[config.mk]
export PLATFORM = sky130hd
export DESIGN_NAME = dspm_perf_top
export DESIGN_NICKNAME = d
export VERILOG_FILES = /design/src/core/dspm_pkg.sv /design/src/core/dspm_counter.sv /design/src/core/dspm_ds2_framer.sv /design/src/core/dspm_perf_top.sv
export SDC_FILE = /design/constraint.sdc
export NUM_CORES = 1
export LEC_CHECK = 0
export ABC_CLOCK_PERIOD_IN_PS = 4400
export BUFFER_PORTS_ARGS = -buffer_cell sky130_fd_sc_hd__buf_2
export CAP_MARGIN = 20
export CORE_MARGIN = 3
export CORE_UTILIZATION = 49
export DETAILED_ROUTE_END_ITERATION = 7
export PLACE_DENSITY = 0.74
export SLEW_MARGIN = 20
export SYNTH_ARGS = -nofsm -noshare
export SYNTH_HDL_FRONTEND = slang
export SYNTH_SLANG_ARGS = --single-unit
[constraint.sdc]
create_clock -name aclk -period 4.4 [get_ports aclk]
set_input_delay 0.44 -clock aclk [delete_from_list [all_inputs] [get_ports aclk]]
set_output_delay 0.44 -clock aclk [all_outputs]
set_load 0.01 [all_outputs]
[src/core/dspm_pkg.sv]
`default_nettype none
package dspm_pkg;
  // ------------------------------------------------------------
  // Register indexes (printed offsets, byte address = 4 x index)
  // ------------------------------------------------------------
  localparam logic [7:0] IDX_CTRL = 8'h02;
  localparam logic [7:0] IDX_FRAME_ALARM = 8'h03;
  localparam logic [7:0] IDX_FEBE_CNT = 8'h04;
  localparam logic [7:0] IDX_CPAR_CNT = 8'h05;
  localparam logic [7:0] IDX_PPAR_CNT = 8'h06;
  localparam logic [7:0] IDX_AIS_SEL = 8'h20;
  localparam logic [7:0] IDX_HIGH_HOLD = 8'h3e;
  localparam logic [7:0] IDX_IRQ_STATUS = 8'h30;
  localparam logic [7:0] IDX_IRQ_MASK = 8'h31;
  // ------------------------------------------------------------
  // Field positions
  // ------------------------------------------------------------
  localparam int FORMAT_MODE_BIT = 0;
  localparam int AIS_SEL_LO_BIT = 4;
  localparam int AIS_SEL_HI_BIT = 5;
  localparam int IRQ_OOF_BIT = 0;
  localparam int IRQ_FEBE_BIT = 1;
  localparam int IRQ_CPAR_BIT = 2;
  localparam int IRQ_PPAR_BIT = 3;
  // ------------------------------------------------------------
  // Reset values and geometry
  // ------------------------------------------------------------
  localparam logic [7:0] CTRL_RESET = 8'h00;
  localparam logic [7:0] AIS_SEL_RESET = 8'h00;
  localparam logic [3:0] IRQ_MASK_RESET = 4'h0;
  localparam int NUM_DS2 = 7;
  localparam int HUNT_PARALLEL = 12;
  localparam int FRAME_GAP_BITS = 147;
  localparam int OOF_ERR_LIMIT = 2;
  localparam int OOF_WINDOW = 4;
  localparam real RECOVER_MS = 6.8;
  localparam real CLK_MHZ = 100.0;
  localparam int RECOVER_CYCLES = int'(RECOVER_MS * 1000.0 * CLK_MHZ);
  localparam logic [1:0] AXI_OKAY = 2'b00;
  localparam logic [1:0] AXI_SLVERR = 2'b10;

  // Per-frame DS3 events from the framer
  typedef struct packed {
    logic frame_tick;
    logic febe;
    logic fm_error;
    logic cpar_error;
    logic ppar_error;
    logic los;
    logic oof;
  } dspm_ds3_ev_t;

  // One received DS2 bit for one channel
  typedef struct packed {
    logic valid;
    logic data;
    logic frame_bit;
  } dspm_ds2_bit_t;
endpackage
`default_nettype wire

[src/core/dspm_counter.sv]
`default_nettype none
module dspm_counter
  import dspm_pkg::*;
#(
  parameter int WIDTH = 16
) (
  // Clock and reset
  input wire logic aclk,
  input wire logic aresetn,
  // Control
  input wire logic inc,
  input wire logic enable,
  input wire logic saturate,
  input wire logic narrow,
  input wire logic read_clr,
  // Value
  output logic [WIDTH-1:0] value
);
  logic pending;
  logic [WIDTH-1:0] max_val;

  always_comb begin
    max_val = narrow ? WIDTH'(8'hff) : {WIDTH{1'b1}};
  end

  // ------------------------------------------------------------
  // Read clears; a count arriving in that cycle is kept, one deep
  // ------------------------------------------------------------
  always_ff @(posedge aclk) begin
    if (!aresetn) begin
      value <= '0;
      pending <= 1'b0;
    end else if (read_clr) begin
      value <= '0;
      pending <= pending | (inc & enable);
    end else if (pending || (inc && enable)) begin
      pending <= pending & inc & enable;
      if (value != max_val) begin
        value <= value + WIDTH'(1);
      end else if (!saturate) begin
        value <= '0;
      end
    end
  end
endmodule // dspm_counter
`default_nettype wire

[src/core/dspm_ds2_framer.sv]
`default_nettype none
module dspm_ds2_framer
  import dspm_pkg::*;
#(
  parameter int GAP = FRAME_GAP_BITS,
  parameter int LANES = HUNT_PARALLEL
) (
  // Clock and reset
  input wire logic aclk,
  input wire logic aresetn,
  // Received DS2 stream
  input wire dspm_ds2_bit_t rx,
  // Alarm
  output logic out_of_frame
);
  typedef enum logic [1:0] {
    ST_INFRAME = 2'b00,
    ST_HUNT = 2'b01,
    ST_CONFIRM = 2'b10
  } dspm_fr_st_t;

  dspm_fr_st_t state;
  logic [OOF_WINDOW-1:0] err_hist;
  logic [2:0] err_sum;
  logic [LANES-1:0] ref_bits;
  logic [LANES-1:0] lane_hit;
  logic [8:0] pos;
  logic [3:0] lane;
  logic expect_bit;
  logic confirm_bit;

  // Framing bit alternates 0101; error when it differs from the expected bit
  always_comb begin
    err_sum = 3'(err_hist[0]) + 3'(err_hist[1]) + 3'(err_hist[2]) + 3'(err_hist[3]);
  end

  always_ff @(posedge aclk) begin
    if (!aresetn) begin
      state <= ST_HUNT;
      out_of_frame <= 1'b1;
      err_hist <= '0;
      expect_bit <= 1'b0;
      ref_bits <= '0;
      lane_hit <= '0;
      pos <= '0;
      lane <= '0;
      confirm_bit <= 1'b0;
    end else if (rx.valid) begin
      unique case (state)
        ST_INFRAME: begin
          if (rx.frame_bit) begin
            err_hist <= {err_hist[2:0], rx.data != expect_bit};
            // Flywheel: one bad bit must not count as two errors
            expect_bit <= ~expect_bit;
            if (err_sum + 3'(rx.data != expect_bit) - 3'(err_hist[3]) >=
                3'(OOF_ERR_LIMIT)) begin
              state <= ST_HUNT;
              out_of_frame <= 1'b1;
              pos <= '0;
            end
          end
        end
        ST_HUNT: begin
          // Twelve candidate lanes sampled, then checked 147 bits on
          if (pos < 9'(LANES)) begin
            ref_bits[pos[3:0]] <= rx.data;
          end else if (pos >= 9'(GAP) && pos < 9'(GAP + LANES)) begin
            lane_hit[pos[3:0] - 4'(GAP % 16)] <= rx.data != ref_bits[4'(pos - 9'(GAP))];
          end
          if (pos == 9'(GAP + LANES)) begin
            pos <= '0;
            if (|lane_hit) begin
              state <= ST_CONFIRM;
              for (int i = LANES - 1; i >= 0; i--) begin
                if (lane_hit[i]) begin
                  lane <= 4'(i);
                  confirm_bit <= ref_bits[i];
                end
              end
            end
            lane_hit <= '0;
          end else begin
            pos <= pos + 9'd1;
          end
        end
        ST_CONFIRM: begin
          // One more frame of agreement before the alarm drops
          pos <= pos + 9'd1;
          // Next framing bit of the hit lane, counted from the hunt's end
          if (pos == 9'(GAP - LANES - 1) + 9'(lane)) begin
            pos <= '0;
            if (rx.data == confirm_bit) begin
              state <= ST_INFRAME;
              out_of_frame <= 1'b0;
              err_hist <= '0;
              expect_bit <= ~rx.data;
            end else begin
              state <= ST_HUNT;
            end
          end
        end
        default: state <= ST_HUNT;
      endcase
    end
  end
endmodule // dspm_ds2_framer
`default_nettype wire

[src/core/dspm_perf_top.sv]
`default_nettype none
module dspm_perf_top
  import dspm_pkg::*;
#(
  parameter int CNT_WIDTH = 16
) (
  // Clock and reset
  input wire logic aclk,
  input wire logic aresetn,
  // AXI4-Lite write address and data
  input wire logic [31:0] s_axi_awaddr,
  input wire logic s_axi_awvalid,
  output logic s_axi_awready,
  input wire logic [31:0] s_axi_wdata,
  input wire logic [3:0] s_axi_wstrb,
  input wire logic s_axi_wvalid,
  output logic s_axi_wready,
  // AXI4-Lite write response
  output logic [1:0] s_axi_bresp,
  output logic s_axi_bvalid,
  input wire logic s_axi_bready,
  // AXI4-Lite read
  input wire logic [31:0] s_axi_araddr,
  input wire logic s_axi_arvalid,
  output logic s_axi_arready,
  output logic [31:0] s_axi_rdata,
  output logic [1:0] s_axi_rresp,
  output logic s_axi_rvalid,
  input wire logic s_axi_rready,
  // Compatibility pin (asynchronous)
  input wire logic narrow_count_pin,
  // DS3 events, same clock
  input wire dspm_ds3_ev_t ds3_ev,
  // DS2 receive streams, same clock
  input wire dspm_ds2_bit_t [NUM_DS2-1:0] ds2_rx,
  // DS1 AIS request per DS2 channel, four tributaries each
  output logic [NUM_DS2*4-1:0] ds1_ais_insert,
  // Interrupt
  output logic irq
);
  // ------------------------------------------------------------
  // Registers and state
  // ------------------------------------------------------------
  logic [7:0] ctrl;
  logic [7:0] ais_sel;
  logic [7:0] count_high_byte_hold;
  logic [3:0] irq_status;
  logic [3:0] irq_mask;
  logic narrow_meta;
  logic narrow_sync;
  logic [NUM_DS2-1:0] ds2_frame_loss_flag;
  logic [NUM_DS2-1:0] oof_prev;
  logic [CNT_WIDTH-1:0] far_end_error_count_bits;
  logic [CNT_WIDTH-1:0] cparity_count_bits;
  logic [CNT_WIDTH-1:0] pparity_count_bits;
  logic format_mode_select;
  logic ds3_ok;
  logic inc_fb;
  logic inc_cp;
  logic inc_pp;
  logic en_fb;
  logic [2:0] rd_clr;

  // AXI state
  logic aw_held;
  logic w_held;
  logic [7:0] aw_idx;
  logic [31:0] wdata_q;
  logic [3:0] wstrb_q;
  logic wr_fire;
  logic [7:0] ar_idx;
  logic rd_fire;
  logic [31:0] rd_word;
  logic rd_ok;

  // ------------------------------------------------------------
  // Compatibility pin synchroniser
  // ------------------------------------------------------------
  always_ff @(posedge aclk) begin
    if (!aresetn) begin
      narrow_meta <= 1'b0;
      narrow_sync <= 1'b0;
    end else begin
      narrow_meta <= narrow_count_pin;
      narrow_sync <= narrow_meta;
    end
  end

  // ------------------------------------------------------------
  // DS2 framers and AIS
  // ------------------------------------------------------------
  for (genvar g = 0; g < NUM_DS2; g++) begin : g_ds2
    dspm_ds2_framer #(
      .GAP(FRAME_GAP_BITS),
      .LANES(HUNT_PARALLEL)
    ) u_framer (
      .aclk(aclk),
      .aresetn(aresetn),
      .rx(ds2_rx[g]),
      .out_of_frame(ds2_frame_loss_flag[g])
    );
  end

  // Flag bit n carries channel n+1; select 00 or 01 means bit 5 clear
  always_ff @(posedge aclk) begin
    if (!aresetn) begin
      ds1_ais_insert <= '0;
    end else begin
      for (int c = 0; c < NUM_DS2; c++) begin
        ds1_ais_insert[c*4 +: 4] <=
          {4{ds2_frame_loss_flag[c] & ~ais_sel[AIS_SEL_HI_BIT]}};
      end
    end
  end

  // ------------------------------------------------------------
  // Performance counters
  // ------------------------------------------------------------
  always_comb begin
    format_mode_select = ctrl[FORMAT_MODE_BIT];
    ds3_ok = ~ds3_ev.los & ~ds3_ev.oof;
    // C-bit mode counts FEBE frames; M13 counts F/M errors outside OOF
    inc_fb = format_mode_select ? ds3_ev.fm_error : (ds3_ev.febe & ds3_ev.frame_tick);
    en_fb = format_mode_select ? ~ds3_ev.oof : 1'b1;
    inc_cp = format_mode_select ? ds3_ev.frame_tick : ds3_ev.cpar_error;
    inc_pp = ds3_ev.ppar_error;
  end

  dspm_counter #(.WIDTH(CNT_WIDTH)) u_cnt_fb (
    .aclk(aclk),
    .aresetn(aresetn),
    .inc(inc_fb),
    .enable(en_fb),
    .saturate(format_mode_select),
    .narrow(narrow_sync),
    .read_clr(rd_clr[0]),
    .value(far_end_error_count_bits)
  );

  dspm_counter #(.WIDTH(CNT_WIDTH)) u_cnt_cp (
    .aclk(aclk),
    .aresetn(aresetn),
    .inc(inc_cp),
    .enable(ds3_ok),
    .saturate(1'b0),
    .narrow(narrow_sync),
    .read_clr(rd_clr[1]),
    .value(cparity_count_bits)
  );

  dspm_counter #(.WIDTH(CNT_WIDTH)) u_cnt_pp (
    .aclk(aclk),
    .aresetn(aresetn),
    .inc(inc_pp),
    .enable(ds3_ok),
    .saturate(1'b0),
    .narrow(narrow_sync),
    .read_clr(rd_clr[2]),
    .value(pparity_count_bits)
  );

  // ------------------------------------------------------------
  // AXI4-Lite write path
  // ------------------------------------------------------------
  assign s_axi_awready = ~aw_held & ~s_axi_bvalid;
  assign s_axi_wready = ~w_held & ~s_axi_bvalid;
  assign wr_fire = aw_held & w_held & ~s_axi_bvalid;

  always_ff @(posedge aclk) begin
    if (!aresetn) begin
      aw_held <= 1'b0;
      w_held <= 1'b0;
      aw_idx <= '0;
      wdata_q <= '0;
      wstrb_q <= '0;
      s_axi_bvalid <= 1'b0;
      s_axi_bresp <= AXI_OKAY;
    end else begin
      if (s_axi_awvalid && s_axi_awready) begin
        aw_held <= 1'b1;
        aw_idx <= s_axi_awaddr[9:2];
      end
      if (s_axi_wvalid && s_axi_wready) begin
        w_held <= 1'b1;
        wdata_q <= s_axi_wdata;
        wstrb_q <= s_axi_wstrb;
      end
      if (wr_fire) begin
        aw_held <= 1'b0;
        w_held <= 1'b0;
        s_axi_bvalid <= 1'b1;
        s_axi_bresp <= (aw_idx == IDX_CTRL || aw_idx == IDX_AIS_SEL ||
                        aw_idx == IDX_IRQ_MASK) ? AXI_OKAY : AXI_SLVERR;
      end else if (s_axi_bready) begin
        s_axi_bvalid <= 1'b0;
      end
    end
  end

  always_ff @(posedge aclk) begin
    if (!aresetn) begin
      ctrl <= CTRL_RESET;
      ais_sel <= AIS_SEL_RESET;
      irq_mask <= IRQ_MASK_RESET;
    end else if (wr_fire && wstrb_q[0]) begin
      if (aw_idx == IDX_CTRL) ctrl <= wdata_q[7:0];
      if (aw_idx == IDX_AIS_SEL) ais_sel <= wdata_q[7:0];
      if (aw_idx == IDX_IRQ_MASK) irq_mask <= wdata_q[3:0];
    end
  end

  // ------------------------------------------------------------
  // AXI4-Lite read path; side effects happen at address acceptance
  // ------------------------------------------------------------
  assign s_axi_arready = ~s_axi_rvalid;
  assign rd_fire = s_axi_arvalid & s_axi_arready;
  assign ar_idx = s_axi_araddr[9:2];

  always_comb begin
    rd_word = '0;
    rd_ok = 1'b1;
    rd_clr = 3'b000;
    unique case (ar_idx)
      IDX_CTRL: rd_word[7:0] = ctrl;
      IDX_FRAME_ALARM: rd_word[NUM_DS2-1:0] = ds2_frame_loss_flag;
      IDX_FEBE_CNT: begin
        rd_word[7:0] = far_end_error_count_bits[7:0];
        rd_clr[0] = rd_fire;
      end
      IDX_CPAR_CNT: begin
        rd_word[7:0] = cparity_count_bits[7:0];
        rd_clr[1] = rd_fire;
      end
      IDX_PPAR_CNT: begin
        rd_word[7:0] = pparity_count_bits[7:0];
        rd_clr[2] = rd_fire;
      end
      IDX_AIS_SEL: rd_word[7:0] = ais_sel;
      IDX_HIGH_HOLD: rd_word[7:0] = count_high_byte_hold;
      IDX_IRQ_STATUS: rd_word[3:0] = irq_status;
      IDX_IRQ_MASK: rd_word[3:0] = irq_mask;
      default: rd_ok = 1'b0;
    endcase
  end

  always_ff @(posedge aclk) begin
    if (!aresetn) begin
      s_axi_rvalid <= 1'b0;
      s_axi_rdata <= '0;
      s_axi_rresp <= AXI_OKAY;
    end else if (rd_fire) begin
      s_axi_rvalid <= 1'b1;
      s_axi_rdata <= rd_word;
      s_axi_rresp <= rd_ok ? AXI_OKAY : AXI_SLVERR;
    end else if (s_axi_rready) begin
      s_axi_rvalid <= 1'b0;
    end
  end

  // High byte is captured with the low-byte read; left unchanged in narrow mode
  always_ff @(posedge aclk) begin
    if (!aresetn) begin
      count_high_byte_hold <= '0;
    end else if (!narrow_sync) begin
      if (rd_clr[0]) count_high_byte_hold <= far_end_error_count_bits[15:8];
      if (rd_clr[1]) count_high_byte_hold <= cparity_count_bits[15:8];
      if (rd_clr[2]) count_high_byte_hold <= pparity_count_bits[15:8];
    end
  end

  // ------------------------------------------------------------
  // Interrupts: sticky status, cleared by read, set wins
  // ------------------------------------------------------------
  always_ff @(posedge aclk) begin
    if (!aresetn) begin
      // Framers leave reset in alarm; no false new-alarm edge
      oof_prev <= '1;
      irq_status <= '0;
    end else begin
      oof_prev <= ds2_frame_loss_flag;
      irq_status <= ((rd_fire && ar_idx == IDX_IRQ_STATUS) ? 4'h0 : irq_status) |
        {inc_pp & ds3_ok, inc_cp & ds3_ok, inc_fb & en_fb,
         |(ds2_frame_loss_flag & ~oof_prev)};
    end
  end

  assign irq = |(irq_status & irq_mask);
endmodule // dspm_perf_top
`default_nettype wire

==> out/results.ini <==
[detailed_routing]
ant_nets=0
drc=0
first_pass_iters=5
vias_per_cell=5.77
wl_per_cell_um=16.2
vias=22934
wl_mm=64.3
drt_iter0_drc=1858

[placement]
dp_hpwl_mm=45.4
dp_slack_ns=0.637
placedCellCount=3880
placed_area_sq_um=26600
place.gp.congestion=0.898
port_buffers=104

[timing]
setup_ws_ns=0.940
fmaxAchievable_mhz=289
final-hold-violation-count=0
hold_ws_ns=0.0340
fin_skew_ns=0.0339
worstMarginPinSlew_ns=1.07
setup_viol=0
final_max_slew_viol_count=0
fin_crit_ns=3.46
period_share_pct=78.6
setup-tns-final_ns=0
relSlewSlack_pct=28.6
rsz0062_at_grt=false

[logic_synthesis]
yosys.area_share.adder_pct=4.87
ys_seq_elements=452
syn_area_sq_um=26000
async_reset_ff_share_pct=0
synth_top_area_share_pct=34.8
synth_commonest_cells=dfxtp_1 (452), nand2_1 (393), nor2_1 (332)
synth_edf_count=0
seq_area_frac_synth_pct=34.8
synthFlopType=dfxtp_1
yosys.area_share.simple_pct=24.2
yosysUniqueCellTypes=95
yosys.area.top_type=dfxtp_1
synthMuxAreaShare_pct=8.07
synth_compound_area_share_pct=16.9
synth-xor-area-share_pct=5.26
synthCells=3258
synthTopCellsByArea=dfxtp_1 (35%), mux2i_1 (5.9%), nand2_1 (5.7%)
synth_most_common_cell=dfxtp_1
syn_avg_cell_area_sq_um=7.98
yosys_warnings=0
synth_top_family_by_area=simple AND/OR/NAND/NOR gates

[cts]
h-tree-depth=2
post-cts-setup-buffers=0
clock_latency_ns=0.62
hold_buffers=1
clkTransAtPathRegs_ns=0.06
cts_resized=0
cts_buffer_depth=3
clock-sinks=452
cts_root_buf=clkbuf_16
cts_buffers=49
tritoncts=done

[power_and_ir_drop]
powerDensity_nw_per_um2=328
swShare_pct=26.4
comb_power_share_pct=8.7
seqPwrFrac_pct=45.9
p_total_mw=9.28
p_clk_share_pct=45.3
switchingPower_mw=2.45
internal_power_mw=6.84
peakVddDrop_mv=0.368
leakage_nw=11.0

[final_layout]
design_area_sq_um=28300
diodes=0
area_delta_synth_final_pct=9.03
stdcell_count=3973
fin_util_pct=54.6
final_net_count=3485
layout-drive-gt1-share_pct=8.65

[floorplanning]
fp.dieW_um=236
ios=206
rows=83
initial_core_util_pct=50.1
fp.dieH_um=236
core_sq_um=51900
die_area_sq_um=55800

[global_routing]
grt_pass1_vias=21079
grt_pass1_wl_mm=106
overflow=0
track_usage_pct=22.1
grt_max_degree=97
antenna_found_initial=3

[critical_path]
critPathMaxFanout=13
path_class=reg -> reg
cp.required_ns=4.85
worst_setup_path_end_kind=register
start_kind=register
critical_path_arrival_ns=3.91

[job]
cap_violations=0

[worst_hold_path]
min_path_type=in -> reg

[status]
status=finished, final reports clean

placed cells by master (no fill, tap or decap), drive strengths merged, types with 14 or more instances in the layout:
| cell | n |
|---|---|
| dfxtp | 452 |
| nand2 | 393 |
| nor2 | 332 |
| a21oi | 245 |
| o21ai | 179 |
| nand3 | 156 |
| mux2i | 153 |
| inv | 142 |
| buf | 127 |
| ha | 90 |
| xnor2 | 82 |
| nor3 | 82 |
| xor2 | 74 |
| clkbuf | 72 |
| nand4 | 64 |
| and3 | 40 |
| o211ai | 38 |
| nor2b | 37 |
| nor4 | 31 |
| a22oi | 30 |
| or3 | 29 |
| nand2b | 26 |
| conb | 26 |
| nor3b | 25 |
| o31ai | 25 |
| a211oi | 23 |
| and2 | 22 |
| a31oi | 21 |
| o21a | 19 |
| mux4 | 18 |
| or4 | 17 |
| mux2 | 14 |
final timing paths:
check | start | endpoint | slack (ns) | cells past startpoint
min reg2reg | narrow_meta$_SDFF_PN0_ | narrow_sync$_SDFF_PN0_ | 0.44 | 1
min | narrow_count_pin | narrow_meta$_SDFF_PN0_ | 0.03 | 2
max reg2reg | g_ds2[6].u_framer.pos[0]$_SDFFE_PN0P_ | g_ds2[6].u_framer.lane_hit[11]$_SDFFE_PN0P_ | 0.94 | 7
max | g_ds2[6].u_framer.pos[0]$_SDFFE_PN0P_ | g_ds2[6].u_framer.lane_hit[11]$_SDFFE_PN0P_ | 0.94 | 7
power groups by stage:
stage	registers [mW]	logic, mW	clock network, mW
after global placement	4.35	0.795	0
final	4.26	0.812	4.21
after floorplan	4.29	0.647	0
after detailed placement	4.35	0.803	0
after CTS	4.26	0.807	4.30
after global routing	4.27	0.892	4.45
cells by family after synthesis:
group	Yosys count
buffers and inverters	351
DFF	452
and+or+nand+nor	1309
AOI/OAI and AO/OA	707
muxes	185
other	1
adders and majority gates	97
xor gates and xnor gates	156
routing by layer:
layer / vias up / share of wire (%) / global-route usage, % / wire (um)
met5: - / 0.054 / 0 / 35
met4: 6 / 2.1 / 5.88 / 1370
met3: 93 / 6.3 / 3.58 / 4070
met2: 703 / 45 / 35.5 / 29000
met1: 10671 / 46 / 30.8 / 29800
li1: 11461 / - / - / -
sequential cells by signal, summed over array words and instances, names as in the netlist, 14 cells and up:
register,flops
g_ds2.u_framer.lane_hit,84
g_ds2.u_framer.pos,63
u_cnt_fb.value,16
g_ds2.u_framer.state,14
u_cnt_cp.value,16
g_ds2.u_framer.err_hist,28
u_cnt_pp.value,16
g_ds2.u_framer.ref_bits,84
g_ds2.u_framer.lane,28
cell type report:
cell class / count / area [sq um]
Fill cell: 4908 / 23600
Sequential cell: 452 / 9050
Tap cell: 680 / 851
Clock inverter: 20 / 218
Inverter: 141 / 537
Clock buffer: 72 / 1460
Multi-Input combinational cell: 2480 / 15500
Timing Repair Buffer: 128 / 706
critical path, stage by stage (launching register included):
cell and delay [ns]:
dfxtp_1 0.64, inv_1 0.21, ha_1 0.45, mux4_2 0.52, mux2_2 0.27, a22oi_1 0.28, mux2i_1 0.75, o21ai_0 0.20
Note: power is estimated with default switching activity, not from simulation.
